===== src/design/fdm_map.svh =====
`ifndef FDM_MAP_SVH
`define FDM_MAP_SVH

// register offsets (byte addresses)
`define FDM_ADDR_W 8
`define FDM_OFF_CTRL 8'h00
`define FDM_OFF_VOUT 8'h04
`define FDM_OFF_STATE 8'h08
`define FDM_OFF_IRQ_STATUS 8'h0c
`define FDM_OFF_IRQ_CLEAR 8'h10
`define FDM_OFF_IRQ_ENABLE 8'h14

// control register fields
`define FDM_CTRL_MODE_LSB 0
`define FDM_CTRL_FORCE_BIT 2
`define FDM_CTRL_LIMIT_BIT 3
`define FDM_CTRL_DUR_LSB 4
`define FDM_CTRL_RESET 7'h00
`define FDM_VOUT_RESET 4'h0
`define FDM_IRQ_ENABLE_RESET 3'h0

// event bits of the interrupt registers
`define FDM_EV_SHORT 0
`define FDM_EV_OPEN 1
`define FDM_EV_TIMEOUT 2
`define FDM_EV_W 3

// over-voltage threshold boundary: codes at or below use the low threshold
`define FDM_OV_LOW_MAX 4'h4

// valley current limit settings in mA
`define FDM_VALLEY_LIMIT_SELECT_W 11
`define FDM_VALLEY_LIMIT_SELECT_DIRECT_LO 11'h47e
`define FDM_VALLEY_LIMIT_SELECT_DIRECT_HI 11'h640
`define FDM_VALLEY_LIMIT_SELECT_STORE_LO 11'h01e
`define FDM_VALLEY_LIMIT_SELECT_STORE_HI 11'h0fa
`define FDM_VALLEY_LIMIT_SELECT_NONE 11'h000

// timing: system clock, internal oscillator, safety timer step
`define FDM_CLK_HZ 100000000
`define FDM_OSC_HZ 2000000
`define FDM_OSC_DIV (`FDM_CLK_HZ / `FDM_OSC_HZ)
`define FDM_DIV_W 6
`define FDM_STEP_NS 50000
`define FDM_STEP_TICKS ((`FDM_STEP_NS * (`FDM_OSC_HZ / 1000)) / 1000000)
`define FDM_TMR_W 10

`endif


===== src/design/fdm_pkg.sv =====
`default_nettype none
package fdm_pkg;
	// operating modes decoded from the mode field and the force bit
	typedef enum logic [2:0] {
		op_off,
		op_cm_dc,
		op_cm_flash,
		op_vm_only,
		op_vm_dc,
		op_vm_flash
	} fdm_op_e;
	typedef logic [2:0] fdm_dur_t;
endpackage : fdm_pkg
`default_nettype wire


===== src/design/fdm_tmr_if.sv =====
`default_nettype none
interface fdm_tmr_if;
	logic osc_tick;
	logic start;
	logic abort;
	fdm_pkg::fdm_dur_t dur;
	logic running;
	logic expire;
	modport ctrl (output osc_tick, output start, output abort, output dur,
		input running, input expire);
	modport tmr (input osc_tick, input start, input abort, input dur,
		output running, output expire);
endinterface : fdm_tmr_if
`default_nettype wire


===== src/design/fdm_safety_timer.sv =====
`include "fdm_map.svh"
`default_nettype none
module fdm_safety_timer (
	input wire logic clock_i, // system clock
	input wire logic rstn_i, // async reset, active low
	fdm_tmr_if.tmr tmr // control side
);
	logic [`FDM_TMR_W-1:0] cnt_ff;
	logic run_ff;
	logic exp_ff;

	// length in oscillator ticks for a duration code
	function automatic logic [`FDM_TMR_W-1:0] dur_ticks(input fdm_pkg::fdm_dur_t d);
		dur_ticks = `FDM_TMR_W'((d + 4'h1) * `FDM_STEP_TICKS);
	endfunction : dur_ticks

	assign tmr.running = run_ff;
	assign tmr.expire = exp_ff;

	////////////////////////////////////////////////////////////////////////
	// counts only oscillator ticks, so duration scales with oscillator rate
	always_ff @(posedge clock_i or negedge rstn_i) begin
		if (!rstn_i) begin
			cnt_ff <= '0;
			run_ff <= 1'b0;
			exp_ff <= 1'b0;
		end else begin
			exp_ff <= 1'b0;
			if (tmr.abort) begin
				run_ff <= 1'b0;
			end else if (tmr.start && !run_ff) begin
				cnt_ff <= dur_ticks(tmr.dur);
				run_ff <= 1'b1;
			end else if (run_ff && tmr.osc_tick) begin
				if (cnt_ff == `FDM_TMR_W'(1)) begin
					run_ff <= 1'b0;
					exp_ff <= 1'b1;
				end
				cnt_ff <= cnt_ff - `FDM_TMR_W'(1);
			end
		end
	end
endmodule : fdm_safety_timer
`default_nettype wire


===== src/design/fdm_top.sv =====
// Overview of operation
// - flash safety timer counts internal oscillator ticks, so duration tracks its rate.
// - valley limit select may change only in the initial shutdown state.
// - storage mode low: valley limit 1150 mA or 1600 mA by select bit.
// - storage mode high, blanking low: valley limit 30 mA or 250 mA.
// - storage mode high and blanking high: power stage disabled.
// - shorted LED: keep low-side current limiting and set the failure flag.
// - open LED: clamp output at the active over-voltage threshold, set failure flag.
// - storage mode low and voltage code 0000..0100: lower over-voltage threshold.
// - storage mode high or voltage code 0101..1111: higher over-voltage threshold.
// - mode 00, force 0: shut converter down, disconnect load.
// - mode 01, force 0: DC light in current regulation.
// - mode 10, force 0: current regulation with LEDs armed for flash.
// - flash-armed current mode with storage high: stage off during strobe.
// - mode 11, or 00 with force 1: LEDs off, voltage regulation.
// - mode 01, force 1: voltage regulation plus DC light through sinks.
// - mode 10, force 1: voltage regulation, LEDs armed for flash.
// - voltage flash-armed with storage high: stage stays active in strobe.
//
// Added by the designer: the address-and-strobe port and the placing of the registers.
`include "fdm_map.svh"
`default_nettype none
module fdm_top (
	input wire logic clock_i, // system clock, 100 MHz
	input wire logic rstn_i, // async reset, active low
	input wire logic [`FDM_ADDR_W-1:0] addr_i, // register address
	input wire logic [31:0] wdata_i, // register write data
	input wire logic wr_i, // write strobe
	input wire logic rd_i, // read strobe
	output logic [31:0] rdata_o, // read data, cycle after rd_i
	input wire logic storage_cap_mode_input_i, // storage capacitor mode
	input wire logic blank_i, // transmit blanking input
	input wire logic strobe_i, // flash strobe request level
	input wire logic led_short_i, // LED short detected
	input wire logic led_open_i, // LED open detected
	output logic shutdown_o, // converter shut down
	output logic load_connect_o, // load connected to battery
	output logic current_regulation_mode_o, // current regulation
	output logic voltage_regulation_mode_o, // voltage regulation
	output logic led_enable_o, // low-side sinks enabled
	output logic flash_armed_o, // LEDs armed for flash
	output logic flash_drive_o, // LEDs at flash level
	output logic stage_enable_o, // inductive power stage on
	output logic [`FDM_VALLEY_LIMIT_SELECT_W-1:0] valley_limit_ma_o, // valley limit in mA
	output logic ovp_high_sel_o, // higher over-voltage threshold
	output logic overvoltage_clamp_o, // secondary clamp loop on
	output logic sink_limit_o, // low-side current limiting held
	output logic led_failure_flag_o, // LED failure flag
	output logic irq_o // interrupt, level
);
	////////////////////////////////////////////////////////////////////////
	// register state
	logic [1:0] mode_ff;
	logic force_voltage_regulation_ff;
	logic valley_limit_select_ff;
	fdm_pkg::fdm_dur_t flash_duration_field_ff;
	logic [3:0] output_voltage_code_ff;
	logic initial_shutdown_ff;
	logic [`FDM_EV_W-1:0] irq_status_ff;
	logic [`FDM_EV_W-1:0] irq_enable_ff;
	logic [31:0] rdata_ff;
	logic strobe_d_ff;
	logic [`FDM_DIV_W-1:0] div_ff;
	logic osc_tick_ff;

	logic wr_ctrl;
	logic wr_vout;
	logic wr_clear;
	logic wr_enable;
	fdm_pkg::fdm_op_e op;
	logic [`FDM_EV_W-1:0] events;

	fdm_tmr_if tmr_bus ();

	// decode of mode field and force bit
	function automatic fdm_pkg::fdm_op_e op_decode(input logic [1:0] m, input logic f);
		fdm_pkg::fdm_op_e r;
		r = fdm_pkg::op_off;
		unique case ({f, m})
			3'h0: r = fdm_pkg::op_off;
			3'h1: r = fdm_pkg::op_cm_dc;
			3'h2: r = fdm_pkg::op_cm_flash;
			3'h3: r = fdm_pkg::op_vm_only;
			3'h4: r = fdm_pkg::op_vm_only;
			3'h5: r = fdm_pkg::op_vm_dc;
			3'h6: r = fdm_pkg::op_vm_flash;
			3'h7: r = fdm_pkg::op_vm_only;
		endcase
		return r;
	endfunction : op_decode

	function automatic logic addr_hit(input logic [`FDM_ADDR_W-1:0] a,
		input logic [`FDM_ADDR_W-1:0] off);
		return a == off;
	endfunction : addr_hit

	assign wr_ctrl = wr_i && addr_hit(addr_i, `FDM_OFF_CTRL);
	assign wr_vout = wr_i && addr_hit(addr_i, `FDM_OFF_VOUT);
	assign wr_clear = wr_i && addr_hit(addr_i, `FDM_OFF_IRQ_CLEAR);
	assign wr_enable = wr_i && addr_hit(addr_i, `FDM_OFF_IRQ_ENABLE);
	assign op = op_decode(mode_ff, force_voltage_regulation_ff);

	////////////////////////////////////////////////////////////////////////
	// control registers
	always_ff @(posedge clock_i or negedge rstn_i) begin
		if (!rstn_i) begin
			mode_ff <= 2'h0;
			force_voltage_regulation_ff <= 1'b0;
			flash_duration_field_ff <= 3'h0;
		end else if (wr_ctrl) begin
			mode_ff <= wdata_i[`FDM_CTRL_MODE_LSB +: 2];
			force_voltage_regulation_ff <= wdata_i[`FDM_CTRL_FORCE_BIT];
			flash_duration_field_ff <= wdata_i[`FDM_CTRL_DUR_LSB +: 3];
		end
	end

	// limit select only accepted before any operating mode was entered
	always_ff @(posedge clock_i or negedge rstn_i) begin
		if (!rstn_i) begin
			valley_limit_select_ff <= 1'b0;
		end else if (wr_ctrl && initial_shutdown_ff) begin
			valley_limit_select_ff <= wdata_i[`FDM_CTRL_LIMIT_BIT];
		end
	end

	// initial shutdown ends for good once a mode other than shutdown runs
	always_ff @(posedge clock_i or negedge rstn_i) begin
		if (!rstn_i) begin
			initial_shutdown_ff <= 1'b1;
		end else if (op != fdm_pkg::op_off) begin
			initial_shutdown_ff <= 1'b0;
		end
	end

	always_ff @(posedge clock_i or negedge rstn_i) begin
		if (!rstn_i) begin
			output_voltage_code_ff <= `FDM_VOUT_RESET;
		end else if (wr_vout) begin
			output_voltage_code_ff <= wdata_i[3:0];
		end
	end

	always_ff @(posedge clock_i or negedge rstn_i) begin
		if (!rstn_i) begin
			irq_enable_ff <= `FDM_IRQ_ENABLE_RESET;
		end else if (wr_enable) begin
			irq_enable_ff <= wdata_i[`FDM_EV_W-1:0];
		end
	end

	////////////////////////////////////////////////////////////////////////
	// internal oscillator: one-cycle tick from a divider
	always_ff @(posedge clock_i or negedge rstn_i) begin
		if (!rstn_i) begin
			div_ff <= '0;
			osc_tick_ff <= 1'b0;
		end else begin
			osc_tick_ff <= 1'b0;
			if (div_ff == `FDM_DIV_W'(`FDM_OSC_DIV - 1)) begin
				div_ff <= '0;
				osc_tick_ff <= 1'b1;
			end else begin
				div_ff <= div_ff + `FDM_DIV_W'(1);
			end
		end
	end

	////////////////////////////////////////////////////////////////////////
	// flash safety timer
	logic armed;

	assign armed = (op == fdm_pkg::op_cm_flash) || (op == fdm_pkg::op_vm_flash);

	always_ff @(posedge clock_i or negedge rstn_i) begin
		if (!rstn_i) begin
			strobe_d_ff <= 1'b0;
		end else begin
			strobe_d_ff <= strobe_i;
		end
	end

	assign tmr_bus.osc_tick = osc_tick_ff;
	assign tmr_bus.start = armed && strobe_i && !strobe_d_ff;
	assign tmr_bus.abort = !armed || !strobe_i;
	assign tmr_bus.dur = flash_duration_field_ff;

	fdm_safety_timer u_timer (
		.clock_i(clock_i),
		.rstn_i(rstn_i),
		.tmr(tmr_bus.tmr)
	);

	////////////////////////////////////////////////////////////////////////
	// events and interrupt; a new event wins over a clear in the same cycle
	assign events[`FDM_EV_SHORT] = led_short_i;
	assign events[`FDM_EV_OPEN] = led_open_i;
	assign events[`FDM_EV_TIMEOUT] = tmr_bus.expire;

	always_ff @(posedge clock_i or negedge rstn_i) begin
		if (!rstn_i) begin
			irq_status_ff <= '0;
		end else begin
			irq_status_ff <= (irq_status_ff & ~({`FDM_EV_W{wr_clear}} &
				wdata_i[`FDM_EV_W-1:0])) | events;
		end
	end

	always_ff @(posedge clock_i or negedge rstn_i) begin
		if (!rstn_i) begin
			irq_o <= 1'b0;
		end else begin
			irq_o <= |(irq_status_ff & irq_enable_ff);
		end
	end

	////////////////////////////////////////////////////////////////////////
	// mode outputs
	logic nxt_shutdown;
	logic nxt_cm;
	logic nxt_vm;
	logic nxt_led_enable;
	logic nxt_flash_drive;
	logic nxt_stage_enable;

	always_comb begin
		nxt_shutdown = 1'b0;
		nxt_cm = 1'b0;
		nxt_vm = 1'b0;
		nxt_led_enable = 1'b0;
		unique case (op)
			fdm_pkg::op_off: begin
				nxt_shutdown = 1'b1;
			end
			fdm_pkg::op_cm_dc, fdm_pkg::op_cm_flash: begin
				nxt_cm = 1'b1;
				nxt_led_enable = 1'b1;
			end
			fdm_pkg::op_vm_only: begin
				nxt_vm = 1'b1;
			end
			fdm_pkg::op_vm_dc, fdm_pkg::op_vm_flash: begin
				nxt_vm = 1'b1;
				nxt_led_enable = 1'b1;
			end
		endcase
	end

	assign nxt_flash_drive = armed && strobe_i && tmr_bus.running;

	// power stage on unless shut down, blanked in storage mode, or
	// strobing from the storage capacitor in current mode
	always_comb begin
		nxt_stage_enable = !nxt_shutdown;
		if (storage_cap_mode_input_i && blank_i) begin
			nxt_stage_enable = 1'b0;
		end else if (op == fdm_pkg::op_cm_flash && storage_cap_mode_input_i &&
			nxt_flash_drive) begin
			nxt_stage_enable = 1'b0;
		end
		// voltage flash mode leaves the stage running through the strobe
	end

	always_ff @(posedge clock_i or negedge rstn_i) begin
		if (!rstn_i) begin
			shutdown_o <= 1'b1;
			load_connect_o <= 1'b0;
			current_regulation_mode_o <= 1'b0;
			voltage_regulation_mode_o <= 1'b0;
			led_enable_o <= 1'b0;
			flash_armed_o <= 1'b0;
			flash_drive_o <= 1'b0;
			stage_enable_o <= 1'b0;
		end else begin
			shutdown_o <= nxt_shutdown;
			load_connect_o <= !nxt_shutdown;
			current_regulation_mode_o <= nxt_cm;
			voltage_regulation_mode_o <= nxt_vm;
			led_enable_o <= nxt_led_enable;
			flash_armed_o <= armed;
			flash_drive_o <= nxt_flash_drive;
			stage_enable_o <= nxt_stage_enable;
		end
	end

	////////////////////////////////////////////////////////////////////////
	// valley current limit
	logic [`FDM_VALLEY_LIMIT_SELECT_W-1:0] nxt_valley_limit;

	always_comb begin
		if (!storage_cap_mode_input_i) begin
			nxt_valley_limit = valley_limit_select_ff ? `FDM_VALLEY_LIMIT_SELECT_DIRECT_HI :
				`FDM_VALLEY_LIMIT_SELECT_DIRECT_LO;
		end else if (!blank_i) begin
			nxt_valley_limit = valley_limit_select_ff ? `FDM_VALLEY_LIMIT_SELECT_STORE_HI :
				`FDM_VALLEY_LIMIT_SELECT_STORE_LO;
		end else begin
			nxt_valley_limit = `FDM_VALLEY_LIMIT_SELECT_NONE;
		end
	end

	always_ff @(posedge clock_i or negedge rstn_i) begin
		if (!rstn_i) begin
			valley_limit_ma_o <= `FDM_VALLEY_LIMIT_SELECT_DIRECT_LO;
		end else begin
			valley_limit_ma_o <= nxt_valley_limit;
		end
	end

	////////////////////////////////////////////////////////////////////////
	// over-voltage threshold and LED failure handling
	logic nxt_ovp_high;

	assign nxt_ovp_high = storage_cap_mode_input_i ||
		(output_voltage_code_ff > `FDM_OV_LOW_MAX);

	always_ff @(posedge clock_i or negedge rstn_i) begin
		if (!rstn_i) begin
			ovp_high_sel_o <= 1'b0;
			overvoltage_clamp_o <= 1'b0;
			sink_limit_o <= 1'b0;
			led_failure_flag_o <= 1'b0;
		end else begin
			ovp_high_sel_o <= nxt_ovp_high;
			overvoltage_clamp_o <= led_open_i && !nxt_shutdown;
			sink_limit_o <= led_short_i && !nxt_shutdown;
			led_failure_flag_o <= led_short_i || led_open_i ||
				irq_status_ff[`FDM_EV_SHORT] || irq_status_ff[`FDM_EV_OPEN];
		end
	end

	////////////////////////////////////////////////////////////////////////
	// register read, data in the cycle after the strobe
	logic [31:0] nxt_rdata;

	always_comb begin
		nxt_rdata = 32'h0;
		unique case (addr_i)
			`FDM_OFF_CTRL: begin
				nxt_rdata[`FDM_CTRL_MODE_LSB +: 2] = mode_ff;
				nxt_rdata[`FDM_CTRL_FORCE_BIT] = force_voltage_regulation_ff;
				nxt_rdata[`FDM_CTRL_LIMIT_BIT] = valley_limit_select_ff;
				nxt_rdata[`FDM_CTRL_DUR_LSB +: 3] = flash_duration_field_ff;
			end
			`FDM_OFF_VOUT: begin
				nxt_rdata[3:0] = output_voltage_code_ff;
			end
			`FDM_OFF_STATE: begin
				nxt_rdata[0] = led_failure_flag_o;
				nxt_rdata[1] = flash_drive_o;
				nxt_rdata[2] = initial_shutdown_ff;
				nxt_rdata[3] = stage_enable_o;
				nxt_rdata[4] = ovp_high_sel_o;
				nxt_rdata[5] = current_regulation_mode_o;
				nxt_rdata[6] = voltage_regulation_mode_o;
			end
			`FDM_OFF_IRQ_STATUS: begin
				nxt_rdata[`FDM_EV_W-1:0] = irq_status_ff;
			end
			`FDM_OFF_IRQ_ENABLE: begin
				nxt_rdata[`FDM_EV_W-1:0] = irq_enable_ff;
			end
			default: begin
				nxt_rdata = 32'h0;
			end
		endcase
	end

	always_ff @(posedge clock_i or negedge rstn_i) begin
		if (!rstn_i) begin
			rdata_ff <= 32'h0;
		end else if (rd_i) begin
			rdata_ff <= nxt_rdata;
		end else begin
			rdata_ff <= 32'h0;
		end
	end

	assign rdata_o = rdata_ff;
endmodule : fdm_top
`default_nettype wire


===== config.mk =====
export PLATFORM = sky130hd
export DESIGN_NAME = fdm_top
export DESIGN_NICKNAME = d
export VERILOG_FILES = /design/src/design/fdm_pkg.sv /design/src/design/fdm_tmr_if.sv /design/src/design/fdm_safety_timer.sv /design/src/design/fdm_top.sv
export VERILOG_INCLUDE_DIRS = /design/src /design/src/design
export SDC_FILE = /design/constraint.sdc
export NUM_CORES = 1
export LEC_CHECK = 0
export ABC_CLOCK_PERIOD_IN_PS = 3700
export BUFFER_PORTS_ARGS = -buffer_cell sky130_fd_sc_hd__buf_2
export CAP_MARGIN = 20
export CORE_MARGIN = 1
export CORE_UTILIZATION = 55
export DETAILED_ROUTE_END_ITERATION = 16
export GPL_ROUTABILITY_DRIVEN = 0
export PLACE_DENSITY_LB_ADDON = 0.15
export RECOVER_POWER = 100
export REMOVE_ABC_BUFFERS = 1
export SLEW_MARGIN = 20
export SYNTH_ARGS = -nofsm -noshare
export SYNTH_HDL_FRONTEND = slang
export SYNTH_HIERARCHICAL = 1
export SYNTH_SLANG_ARGS = --single-unit

===== constraint.sdc =====
create_clock -name clock_i -period 3.7 [get_ports clock_i]
set_clock_uncertainty 0.15 [all_clocks]
set_input_delay 0.37 -clock clock_i [delete_from_list [all_inputs] [get_ports clock_i]]
set_output_delay 0.37 -clock clock_i [all_outputs]
set_load 0.02 [all_outputs]

==> results.sh <==
export IMPL_status="complete, but fails checks"
export IMPL_violations="max-capacitance violations, max-slew violations"
export IMPL_die_area_um2=6420
export IMPL_max_freq_mhz=347
export IMPL_root_buffer="clkbuf_8"
export IMPL_rows=28
export IMPL_synth_edf_count=0
export IMPL_vdd_ir_drop_max_v=0.000242
export IMPL_rsz0062_at_grt="no"
export IMPL_syn_inst=316
export IMPL_antenna_left=0
export IMPL_crit_type="reg -> reg"
export IMPL_hold_buffers=1
export IMPL_synth_top_area_share_pct=43.2
export IMPL_antenna_found_initial=0
export IMPL_start_kind="register"
export IMPL_finalHoldViolCount=0
export IMPL_netlist_top_cells_count="dfrtp_1, buf_4, a21oi_1, nor2_1"
export IMPL_synth_area_leaders="dfrtp_1, buf_4, dfstp_2, mux2_2, ha_1"
export IMPL_n_antenna_cell=0
export IMPL_synth_ff_type="dfrtp_1"
export IMPL_critical_path_max_fanout=15
export IMPL_syn_avg_cell_area_um2=10.6
export IMPL_worst_slew_pin_slew_ns=1.62
export IMPL_clk_pin_slew_ns=0.07
export IMPL_synth_async_reset_ratio_pct=100
export IMPL_finalCritPeriodShare_pct=77.9
export IMPL_grt_pass1_wl_mm=10.1
export IMPL_synth_area_um2=3360
export IMPL_synth_seq_area_share_pct=48.7
export IMPL_p_per_area_nw_per_um2=427
export IMPL_endpoint_kind="register"
export IMPL_dpl_hpwl_mm=4.47
export IMPL_maxSlewViolCount=33
export IMPL_io_buffers=52
export IMPL_htree_num_levels=3
export IMPL_drt_wl_total_mm=6.39
export IMPL_post_synth_top_count_cell="dfrtp_1"
export IMPL_die_width_um=80.1
export IMPL_drive_gt1_share_pct=17.0
export IMPL_route_detailed_drc=0
export IMPL_numCtsBuffers=9
export IMPL_core_area_um2=5920
export IMPL_viasPerCell=5.38
export IMPL_drt_pass1_iterations=4
export IMPL_ioPinCount=105
export IMPL_post_route_min_period_ns=2.88
export IMPL_cts_tree="yes"
export IMPL_maxSlewHeadroom_pct=-8.28
export IMPL_wl_per_cell_um=14.3
export IMPL_fin_nets=424
export IMPL_clockBufferDepth=2
export IMPL_grt_util_all_layers_pct=21.0
export IMPL_p_leak_nw=1.72
export IMPL_grt_max_degree=33
export IMPL_final_util_pct=62.7
export IMPL_required_ns=3.75
export IMPL_drv_cap=1
export IMPL_clk_latency_ns=0.33
export IMPL_synthToLayoutAreaGrowth_pct=10.6
export IMPL_grt_pass1_vias=2142
export IMPL_timing_setup_tns_ns=0
export IMPL_cts_num_sinks=65
export IMPL_vias=2398
export IMPL_grt_overflow=0
export IMPL_fillers=520
export IMPL_synth_cell_types=55
export IMPL_yosys_warnings=6
export IMPL_dieHeight_um=80.1
export IMPL_hold_worst_slack_ns=0.0750
export IMPL_synth_area_leader_cell="dfrtp_1"
export IMPL_initial_core_util_pct=56.7
export IMPL_worstPathArrival_ns=2.93
export IMPL_synth_seq_cells=65
export IMPL_cts_resized=0
export IMPL_setup_violations=0
export IMPL_post_cts_setup_buffers=0
export IMPL_hp_class="in -> reg"
export IMPL_drt_iter0_markers=171
registers in the layout (all words and copies together) (netlist names), 2 cells and up:
register                 count
u_timer/cnt_ff              10
rdata_o                      7
valley_limit_ma_o            7
div_ff                       6
output_voltage_code_ff       4
flash_duration_field_ff      3
irq_enable_ff                3
irq_status_ff                3
mode_ff                      2
through the flow:
stage | std cells | setup WS (ns) | instance area, um^2 | total power [W]
2_1_floorplan | 300 | 1.22 | 3180 | 0.000855
3_3_place_gp | 429 | 0.896 | 3550 | 0.000921
3_5_place_dp | 429 | 0.863 | 3550 | 0.000925
4_1_cts | 446 | 0.829 | 3790 | 0.00161
5_1_grt | 446 | 0.357 | 3710 | 0.00164
6_report | 446 | 0.816 | 3710 | 0.00159
worst paths after layout:
check	to	from	slack, ns	cells after the start
min in group asynchronous	sink_limit_o	rstn_i	0.85	2
hold reg to reg	irq_status_ff[2]	u_timer/tmr.expire	0.28	1
max in group asynchronous	div_ff[1]	rstn_i	0.95	3
setup reg to reg	u_timer/cnt_ff[8]	mode_ff[0]	0.82	9
hold / removal	valley_limit_ma_o[4]	blank_i	0.07	2
setup / recovery	u_timer/cnt_ff[8]	mode_ff[0]	0.82	9
metal layers:
metal	vias to the layer above	part of all wire, %	GRT usage, %
li1	1159	-	-
met5	-	0	0
met3	10	4.7	4.09
met4	0	1.4	8.75
met2	74	47	33.2
met1	1155	46	28.1
critical path: stages, from the launching register on:
cell	delay, ns
dfrtp_1	0.49
ha_1	0.40
xnor2_1	0.16
a21o_1	0.21
and3b_1	0.21
nand2b_1	0.28
a21o_1	0.40
a21o_1	0.20
a32oi_1	0.14
o41ai_1	0.09
cell usage in the layout, fill, tap and decap left out, types with 4 or more instances in the layout:
cell type | synthesis | final
a21o_1 | 9 | 9
nand3_1 | 14 | 15
nor2_1 | 17 | 17
mux2_2 | 14 | 14
nor2b_1 | 6 | 6
a21oi_1 | 21 | 21
dfrtp_1 | 58 | 58
nand2_1 | 13 | 13
ha_1 | 9 | 9
dfstp_2 | 7 | 7
clkbuf_1 | 8 | 35
nand2b_1 | 4 | 4
clkbuf_8 | 0 | 11
xnor2_1 | 6 | 6
conb_1 | 2 | 28
o21ai_1 | 8 | 5
inv_1 | 11 | 11
o21ai_0 | 6 | 9
buf_2 | 4 | 19
nand4_1 | 6 | 6
xor2_1 | 5 | 5
mux2i_1 | 7 | 7
nor3_1 | 6 | 7
cell type report:
cell class	count	area, um^2	area share (%)
clock buffer	11	151	4.08
clock inverter	5	77.6	2.09
inverter	11	41.3	1.11
multi-input combinational	224	1480	39.8
sequential	65	1640	44.0
tap	75	93.8	2.53
timing repair buffer	55	236	6.37
kinds of logic (layout without fill, tap and decap cells):
family	after synthesis	count (layout)	share of synthesized area (%)
AND/OR/NAND/NOR	91	91	15.8
flip-flops	65	65	48.7
AO/OA/AOI/OAI	63	63	12.1
buffers and inverters	53	82	9.43
multiplexers	21	21	6.78
XOR/XNOR	12	12	3.54
adder cells (fa/ha/maj)	9	9	3.35
other	2	28	0.224
power by group:
group	internal (W)	total [W]	switching [W]	leakage (nW)
registers	0.000735	0.000750	0.0000157	0.834
clock network	0.000414	0.000681	0.000267	0.115
logic	0.0000463	0.000155	0.000109	0.773
No activity file was read; power rests on OpenSTA's default activity.
